`src/hw/lcdhp_defines.svh`:
```
`ifndef LCDHP_DEFINES_SVH
`define LCDHP_DEFINES_SVH

// Data bus and segment geometry.
`define LCDHP_DATA_W 8
`define LCDHP_SEG_N 64
`define LCDHP_LINE_W 6

// Reset values.
`define LCDHP_DISP_ON_RST 1'b0
`define LCDHP_START_RST 6'h00

// Instruction decode (register select low, write).
`define LCDHP_OP_ONOFF_MASK 8'hFE
`define LCDHP_OP_ONOFF 8'h3E
`define LCDHP_OP_START_MASK 8'hC0
`define LCDHP_OP_START 8'hC0
`define LCDHP_OP_YADDR 8'h40
`define LCDHP_ONOFF_BIT 0

// Status byte positions.
`define LCDHP_ST_ONOFF 5
`define LCDHP_ST_RESET 4

// Bias level codes.
`define LCDHP_BIAS_V0 2'h0
`define LCDHP_BIAS_V2 2'h1
`define LCDHP_BIAS_V3 2'h2
`define LCDHP_BIAS_V5 2'h3

`endif

```
`src/hw/lcdhp_pkg.sv`:
```
package lcdhp_pkg;
  typedef logic [1:0] lcdhp_bias_t;

  // Host bus strobes and selects sampled together.
  typedef struct packed {
    logic select_low_a;
    logic select_low_b;
    logic select_high_c;
    logic rd_wr;
    logic reg_sel;
    logic strobe;
  } lcdhp_bus_s;

  typedef enum logic [1:0] {
    LCDHP_IDLE = 2'b01,
    LCDHP_HIGH = 2'b10
  } lcdhp_phase_e;
endpackage
```
`src/hw/lcd_segment_host_port.sv`:
```
`timescale 1ns/1ps
`include "lcdhp_defines.svh"

module lcdhp_segment_host_port #(
  parameter int SEG_N = `LCDHP_SEG_N
) (
  input wire logic clk_in,
  input wire logic srst_in,
  input wire logic reset_low_input_n_in,
  input wire lcdhp_pkg::lcdhp_bus_s bus_in,
  input wire logic [`LCDHP_DATA_W-1:0] host_data_bus_in,
  output logic [`LCDHP_DATA_W-1:0] host_data_bus_out,
  output logic host_data_bus_oe_out,
  input wire logic alternation_in,
  input wire logic column_order_in,
  input wire logic [SEG_N-1:0] ram_row_in,
  input wire logic [`LCDHP_DATA_W-1:0] ram_read_data_in,
  output logic [`LCDHP_DATA_W-1:0] ram_write_data_out,
  output logic ram_write_out,
  output logic [`LCDHP_LINE_W-1:0] start_line_out,
  output logic display_on_out,
  output logic [SEG_N-1:0] segment_on_out,
  output lcdhp_pkg::lcdhp_bias_t [SEG_N-1:0] segment_outputs_out
);

  lcdhp_pkg::lcdhp_phase_e phase_reg, phase_next;
  logic [`LCDHP_DATA_W-1:0] wdata_reg, wdata_next;
  logic rs_reg, rs_next;
  logic disp_on_reg, disp_on_next;
  logic [`LCDHP_LINE_W-1:0] start_reg, start_next;
  logic [`LCDHP_DATA_W-1:0] dout_reg, dout_next;
  logic oe_reg, oe_next;
  logic ramwr_reg, ramwr_next;
  logic [`LCDHP_DATA_W-1:0] ramwd_reg, ramwd_next;
  logic [SEG_N-1:0] seg_on_reg, seg_on_next;
  lcdhp_pkg::lcdhp_bias_t [SEG_N-1:0] bias_reg, bias_next;
  logic chip_sel;
  logic rd_sel;
  logic [`LCDHP_DATA_W-1:0] status_byte;
  logic strobe_fall;
  logic is_onoff_cmd;
  logic is_start_cmd;
  logic instr_ok;
  logic [SEG_N-1:0] mapped_bit;
  logic [SEG_N-1:0] lit_bit;

  // A write is taken on the first cycle in which the strobe is seen low after
  // a selected write raised it. The byte used is the one held in wdata_reg.
  // It was sampled while the strobe was still high, so it is settled.
  // The host must not move the bus while the strobe is high.
  assign strobe_fall = (phase_reg == lcdhp_pkg::LCDHP_HIGH) && !bus_in.strobe;

  // Instruction decode on the captured byte.
  // Only the display on/off and the start-line instructions touch state here.
  // Every other code falls through, so it can never disturb the display state.
  assign is_onoff_cmd = (wdata_reg & `LCDHP_OP_ONOFF_MASK) == `LCDHP_OP_ONOFF;
  assign is_start_cmd = (wdata_reg & `LCDHP_OP_START_MASK) == `LCDHP_OP_START;

  // Instructions are refused while the reset pin is held low.
  // Data writes still reach the RAM port in that time.
  // The register-select level comes from the copy taken while the strobe was high.
  assign instr_ok = strobe_fall && !rs_reg && reset_low_input_n_in;

  // Chip select decode and read qualification.
  // All three selects must agree before anything on the bus is acted upon.
  // An unselected access leaves every piece of state untouched except dout_reg, oe_reg and the segment registers, which reload every cycle.
  assign chip_sel = !bus_in.select_low_a && !bus_in.select_low_b && bus_in.select_high_c;
  assign rd_sel = chip_sel && bus_in.rd_wr && bus_in.strobe;

  // Status byte: display off flag and reset flag; busy is never set here.
  // Instructions take effect in a single cycle, so the host never has to wait.
  // The reset flag follows the pin directly, so the host sees it while held.
  always_comb begin
    status_byte = '0;
    status_byte[`LCDHP_ST_ONOFF] = !disp_on_reg;
    status_byte[`LCDHP_ST_RESET] = !reset_low_input_n_in;
  end

  // Bus phase, write capture at the strobe fall and instruction execution.
  // The idle phase waits for a selected write strobe.
  // The high phase keeps sampling the bus until the strobe drops.
  // A read never enters the high phase, so it can never cause a write.
  always_comb begin
    phase_next = phase_reg;
    wdata_next = wdata_reg;
    rs_next = rs_reg;
    disp_on_next = disp_on_reg;
    start_next = start_reg;
    ramwr_next = 1'b0;
    ramwd_next = ramwd_reg;
    case (phase_reg)
      lcdhp_pkg::LCDHP_IDLE: begin
        if (bus_in.strobe && chip_sel && !bus_in.rd_wr) begin
          phase_next = lcdhp_pkg::LCDHP_HIGH;
        end
      end
      lcdhp_pkg::LCDHP_HIGH: begin
        wdata_next = host_data_bus_in;
        rs_next = bus_in.reg_sel;
        if (strobe_fall) begin
          phase_next = lcdhp_pkg::LCDHP_IDLE;
          if (rs_reg) begin
            ramwr_next = 1'b1;
            ramwd_next = wdata_reg;
          end else if (instr_ok) begin
            if (is_onoff_cmd) begin
              disp_on_next = wdata_reg[`LCDHP_ONOFF_BIT];
            end else if (is_start_cmd) begin
              start_next = wdata_reg[`LCDHP_LINE_W-1:0];
            end
          end
        end
      end
      default: phase_next = lcdhp_pkg::LCDHP_IDLE;
    endcase
    // The reset pin wins over any instruction that completes in the same cycle.
    // It holds both registers at their reset values for as long as it is low.
    if (!reset_low_input_n_in) begin
      disp_on_next = `LCDHP_DISP_ON_RST;
      start_next = `LCDHP_START_RST;
    end
  end

  // Read drive: data or status while the selected strobe is high.
  // The enable lags the strobe by one cycle, both when it rises and when it falls.
  // The host must sample the bus late in the high phase.
  // Outside a selected read the enable is low, so the pins are released.
  always_comb begin
    oe_next = rd_sel;
    dout_next = bus_in.reg_sel ? ram_read_data_in : status_byte;
  end

  // Column order picks which RAM bit feeds each output.
  // The display-off state masks every bit.
  // The panel then shows only off dots and the RAM contents are kept.
  for (genvar g = 0; g < SEG_N; g++) begin : g_seg
    assign mapped_bit[g] = column_order_in ? ram_row_in[g] : ram_row_in[SEG_N-1-g];
    assign lit_bit[g] = mapped_bit[g] && disp_on_reg;
  end

  // Bias selection per output, from the lit bit and the alternation level.
  // The alternation input moves lit outputs between V0 and V5 and unlit outputs between V3 and V2.
  // This keeps the average drive across the liquid crystal at zero.
  always_comb begin
    seg_on_next = lit_bit;
    for (int i = 0; i < SEG_N; i++) begin
      if (alternation_in) begin
        bias_next[i] = lit_bit[i] ? `LCDHP_BIAS_V0 : `LCDHP_BIAS_V3;
      end else begin
        bias_next[i] = lit_bit[i] ? `LCDHP_BIAS_V5 : `LCDHP_BIAS_V2;
      end
    end
  end

  // Register all state.
  // The block reset puts the segments on the mid bias level with the display off.
  // It also releases the data bus, so nothing is driven until the host asks.
  always_ff @(posedge clk_in) begin
    if (srst_in) begin
      phase_reg <= lcdhp_pkg::LCDHP_IDLE;
      wdata_reg <= '0;
      rs_reg <= 1'b0;
      disp_on_reg <= `LCDHP_DISP_ON_RST;
      start_reg <= `LCDHP_START_RST;
      dout_reg <= '0;
      oe_reg <= 1'b0;
      ramwr_reg <= 1'b0;
      ramwd_reg <= '0;
      seg_on_reg <= '0;
      bias_reg <= {SEG_N{`LCDHP_BIAS_V2}};
    end else begin
      phase_reg <= phase_next;
      wdata_reg <= wdata_next;
      rs_reg <= rs_next;
      disp_on_reg <= disp_on_next;
      start_reg <= start_next;
      dout_reg <= dout_next;
      oe_reg <= oe_next;
      ramwr_reg <= ramwr_next;
      ramwd_reg <= ramwd_next;
      seg_on_reg <= seg_on_next;
      bias_reg <= bias_next;
    end
  end

  // Host data bus drive, straight from flip-flops.
  assign host_data_bus_out = dout_reg;
  assign host_data_bus_oe_out = oe_reg;

  // RAM write port: a one-cycle pulse with the captured byte.
  assign ram_write_data_out = ramwd_reg;
  assign ram_write_out = ramwr_reg;

  // Display state that the row scan logic uses.
  assign start_line_out = start_reg;
  assign display_on_out = disp_on_reg;

  // Segment drive: the lit flag and the bias code for each output.
  assign segment_on_out = seg_on_reg;
  assign segment_outputs_out = bias_reg;

endmodule

```
`config.mk`:
```
export PLATFORM = sky130hd
export DESIGN_NAME = lcdhp_segment_host_port
export DESIGN_NICKNAME = d
export VERILOG_FILES = /design/src/hw/lcdhp_pkg.sv /design/src/hw/lcd_segment_host_port.sv
export VERILOG_INCLUDE_DIRS = /design/src /design/src/hw
export SDC_FILE = /design/constraint.sdc
export NUM_CORES = 1
export LEC_CHECK = 0
export ABC_AREA = 1
export ABC_CLOCK_PERIOD_IN_PS = 2200
export BUFFER_PORTS_ARGS = -buffer_cell sky130_fd_sc_hd__buf_2
export CAP_MARGIN = 20
export CORE_MARGIN = 10
export CORE_UTILIZATION = 47
export DETAILED_ROUTE_END_ITERATION = 10
export PLACE_DENSITY = 0.79
export SYNTH_ARGS = -nofsm -noshare
export SYNTH_HDL_FRONTEND = slang
export SYNTH_SLANG_ARGS = --single-unit
```
`constraint.sdc`:
```
create_clock -name clk_in -period 2.2 [get_ports clk_in]
set_input_delay 0.11 -clock clk_in [delete_from_list [all_inputs] [get_ports clk_in]]
set_output_delay 0.11 -clock clk_in [all_outputs]
set_load 0.05 [all_outputs]
```
# == After elaboration in Yosys (flattened, before gate mapping) ==
# Cells that the tools add are included.
# op_classes
reduce_logical,87
mux,261
bitwise_logic,6
n_eq_ne,6
# ops
operator,n
two-way mux 2 bit,194
logical AND 1 bit,73
two-way mux 1 bit,65
== test 7 x 5 -> 1 bit (second input constant),1
logical NOT 1 bit,7
two-way mux 6 bit,1
inverter 1 bit,6
AND reduction 6 bit,1
AND reduction 5 bit,1
== test 2 bit (second input constant),2
inequality test 2 bit (second input constant),2
case mux 2 bit (2 select lines),1
OR reduction 2 bit,2
AND reduction 3 bit,1
OR reduction 3 bit,1
== test 2 x 1 -> 1 bit (second input constant),1
AND reduction 2 bit,1
# totals
output_inout_bits,217
inputBits,91
reg_bits,228
word_cells,435

# == Depth between registers and ports, before layout ==
# depth
depth_word,7
mapped_depth,8
depth_no_buf,7

# == Worst setup path before layout ==
# No wires, ideal clock.
# synth_path
path_type,reg-to-output
start,register segment_outputs_out[0] (netlist name)
end,output segment_outputs_out[100] (netlist bit)
path_buffers,1
path_stages_with_launch,2
required_ns,2.090
t_arrival_ns,2.021
setup_slack_ns,0.069
cell_sequence,dfxtp_1 > buf_4
# synth_rtl
item,line_no,text
"end, declared",lcd_segment_host_port.sv:23,output lcdhp_pkg::lcdhp_bias_t [SEG_N-1:0] segment_outputs_out

==> impl_metrics.tcl <==
set metrics [dict create \
    crit_path_max_incr_delay_ns 0.55 \
    worst_r2r_endpoint "segment_outputs_out[47]" \
    hp-start "bus_in[2]" \
    cp-end-kind "flip-flop" \
    ir_drop_mv 0.501 \
    p_leak_uw 0.00450 \
    clkPwrFrac_pct 44.1 \
    final.setup_skew_ns 0.00591 \
    cp_data_arrival_time_ns 2.18 \
    setup_ws_ns 0.385 \
    worst_pin_slew_ns 0.766 \
    antennaDiodeCount 0 \
    ff2ff_setup_slack_ns 0.75 \
    synth.distinct_cells 19 \
    rsz0062_at_grt "false" \
    worst_ep_required_time_ns 2.56 \
    yosysSeqAreaShare_pct 49.2 \
    grt_max_degree 129 \
    clk_path_buf_depth 2 \
    layout-drive-gt1-share_pct 33.7 \
    placed_cell_area_um2 7820 \
    clk_pin_slew_worst_paths_ns 0.06 \
    port-buffer-count 307 \
    fin_nets 1203 \
    synth_fp_nets 962 \
    min_path_cells 4 \
    antenna_found_initial 0 \
    yosys_warnings 0 \
    postCtsHoldBufs 21 \
    avgViaCountPerCell 4.82 \
    dp_worst_setup_slack_ns 0.768 \
    cts_setup_buffers 0 \
    first_iter_violations 339 \
    clk_root_buffer_cell "clkbuf_16" \
    start_util_pct 48.2 \
    synth_area_um2 6710 \
    cellPowerDensity_nw_per_um2 852 \
    drv_slew 0 \
    numCtsBuffers 17 \
    fill_cells 1193 \
    largest_reg_flops 65 \
    switching_share_pct 27.1 \
    cp_slowest_cell "dlygate4sd3_1" \
    grt_pass1_wl_um 32800 \
    p_int_uw 5390 \
    drt_wl_total_um 21100 \
    p_switching_uw 2000 \
    fp.dieW_um 140 \
    cp_top_family "buffers and inverters" \
    clk_latency_ns 0.42 \
    reg2reg_from "display_on_out" \
    area_growth_pct 29.4 \
    firstDrtPassIters 6 \
    num_io_pins 308 \
    hpwlAfterDp_um 15100 \
    tritoncts "yes" \
    path_max_fanout 34 \
    relSlewSlack_pct 48.9 \
    die_area_um2 19500 \
    h-tree-depth 4 \
    fin_setup_tns_ns 0 \
    cts_sinks 165 \
    setup_violations 0 \
    cap_violations 0 \
    crit_top_cell "dlygate4sd3_1" \
    synth_cells 871 \
    num_vias 6294 \
    postRouteAntennaNets 0 \
    cp_cell_sequence "dlygate4sd3_1 -> buf_2 -> inv_2 -> o21ai_0 -> a21oi_1 -> dlygate4sd3_1" \
    routedWlPerCell_um 16.2 \
    post_cts_resized 0 \
    startpoint_type "input port" \
    grt_pass1_vias 6052 \
    rr_worst_depth 4 \
    die_y_um 140 \
    ys_seq_elements 165 \
    hp-class "input port to flip-flop" \
    cp_num_buf_inv 4 \
    finalCriticalPeriod_ns 1.81 \
    drc 0 \
    grt_overflow 0 \
    hold_violations 0 \
    seq_power_share_pct 41.6 \
    timing.fmax_ghz 0.551 \
    fin_crit_sh_pct 82.5 \
    place_congestion 0.877 \
    run_status "finished, final reports clean" \
    p_comb_share_pct 14.2 \
    crit_type "input port to flip-flop" \
    num_rows 43 \
    fin_area_um2 8680 \
    grtUsageTotal_pct 20.6 \
    avgSynthCellArea_um2 7.71 \
    core_area_um2 13900 \
    holdPathEnd "phase_reg[1]" \
]
[worst min-delay path, delay by kind of cell]
| family | cells | cell delay (ns) |
|---|---|---|
| AND/OR/NAND/NOR | 2 | 0.13 |
| AO/OA/AOI/OAI | 1 | 0.06 |
| buffers and inverters | 1 | 0.10 |
[placed cells by master (no fill, tap or decap)]
| master | n |
|---|---|
| dfxtp_4 | 1 |
| inv_2 | 4 |
| nor2_1 | 115 |
| nor2_2 | 1 |
| clkbuf_1 | 1 |
| clkbuf_8 | 2 |
| a21oi_1 | 72 |
| buf_12 | 4 |
| dfxtp_1 | 164 |
| o21ai_1 | 45 |
| nor3_1 | 1 |
| inv_1 | 90 |
| nand2_2 | 1 |
| nand4_1 | 2 |
| dlygate4sd3_1 | 21 |
| nand2_1 | 151 |
| nand3_1 | 46 |
| bufinv_16 | 5 |
| buf_4 | 6 |
| buf_2 | 307 |
| inv_6 | 1 |
| clkinv_2 | 4 |
| o21ai_0 | 38 |
| clkbuf_16 | 17 |
| nand3_2 | 23 |
| clkinv_4 | 3 |
[power by group through the flow]
stage	combinational (uW)	clock [uW]	sequential (uW)
global placement	1010	0	3140
floorplan	577	0	3400
detailed placement	1020	0	3140
finish	1050	3260	3080
global route	1120	3450	3080
CTS	1050	3320	3080
[metal layers]
metal / global-route usage (%) / wire length (um) / share of wire [%]
met5: 0 / 0 / 0
met4: 7.91 / 565 / 2.7
met3: 8.68 / 2230 / 11
met2: 35.5 / 10600 / 50
met1: 21.9 / 7770 / 37
[cell type report]
class | count | area (um2) | share of cell area (%)
Timing Repair Buffer | 338 | 1870 | 21.6
Clock buffer | 20 | 457 | 5.26
Sequential cell | 165 | 3310 | 38.1
Tap cell | 180 | 225 | 2.59
Inverter | 95 | 358 | 4.12
Clock inverter | 12 | 200 | 2.31
Multi-Input combinational cell | 495 | 2260 | 26.1
[Yosys cell counts, drive strengths merged]
master	n	share of area [%]
a21oi	72	5.4
nand2	152	8.5
nor2	116	6.5
nand3	69	6.9
buf	96	11
nor3	1	0.074
inv	95	5.3
dfxtp	165	49
clkbuf	20	1.1
o21ai	83	6.2
nand4	2	0.19
[metrics by stage]
step	power, uW	hold WS (ns)	util [%]	std cells
floorplan	3980	0.180	-	871
global placement	4160	0.321	56.1	1252
detailed placement	4170	0.325	56.1	1252
CTS	7450	0.0153	62.3	1305
global route	7650	0.0390	62.3	1305
finish	7390	0.0310	62.3	1305
[how the worst max path moves through the flow]
stage / start / end / depth (start not counted) / slack, ns
3_3_place_gp: display_on_out / segment_outputs_out[47] / 4 / 0.82
6_report: srst_in / host_data_bus_out[4] / 6 / 0.39
5_1_grt: srst_in / host_data_bus_out[4] / 6 / 0.35
4_1_cts: srst_in / host_data_bus_out[4] / 6 / 0.52
3_5_place_dp: display_on_out / segment_outputs_out[47] / 4 / 0.77
2_1_floorplan: segment_outputs_out[0] / segment_outputs_out[100] / 1 / 0.07
[logic make-up (layout without fill, tap and decap cells)]
kind of cell    Yosys count  in the layout  share of synthesized area [%]
flops                   165            165                           49.2
compound gates          155            155                           11.6
buf+inv                 211            465                           17.1
simple gates            340            340                           22.2
Note: power is estimated with default switching activity, not from simulation.
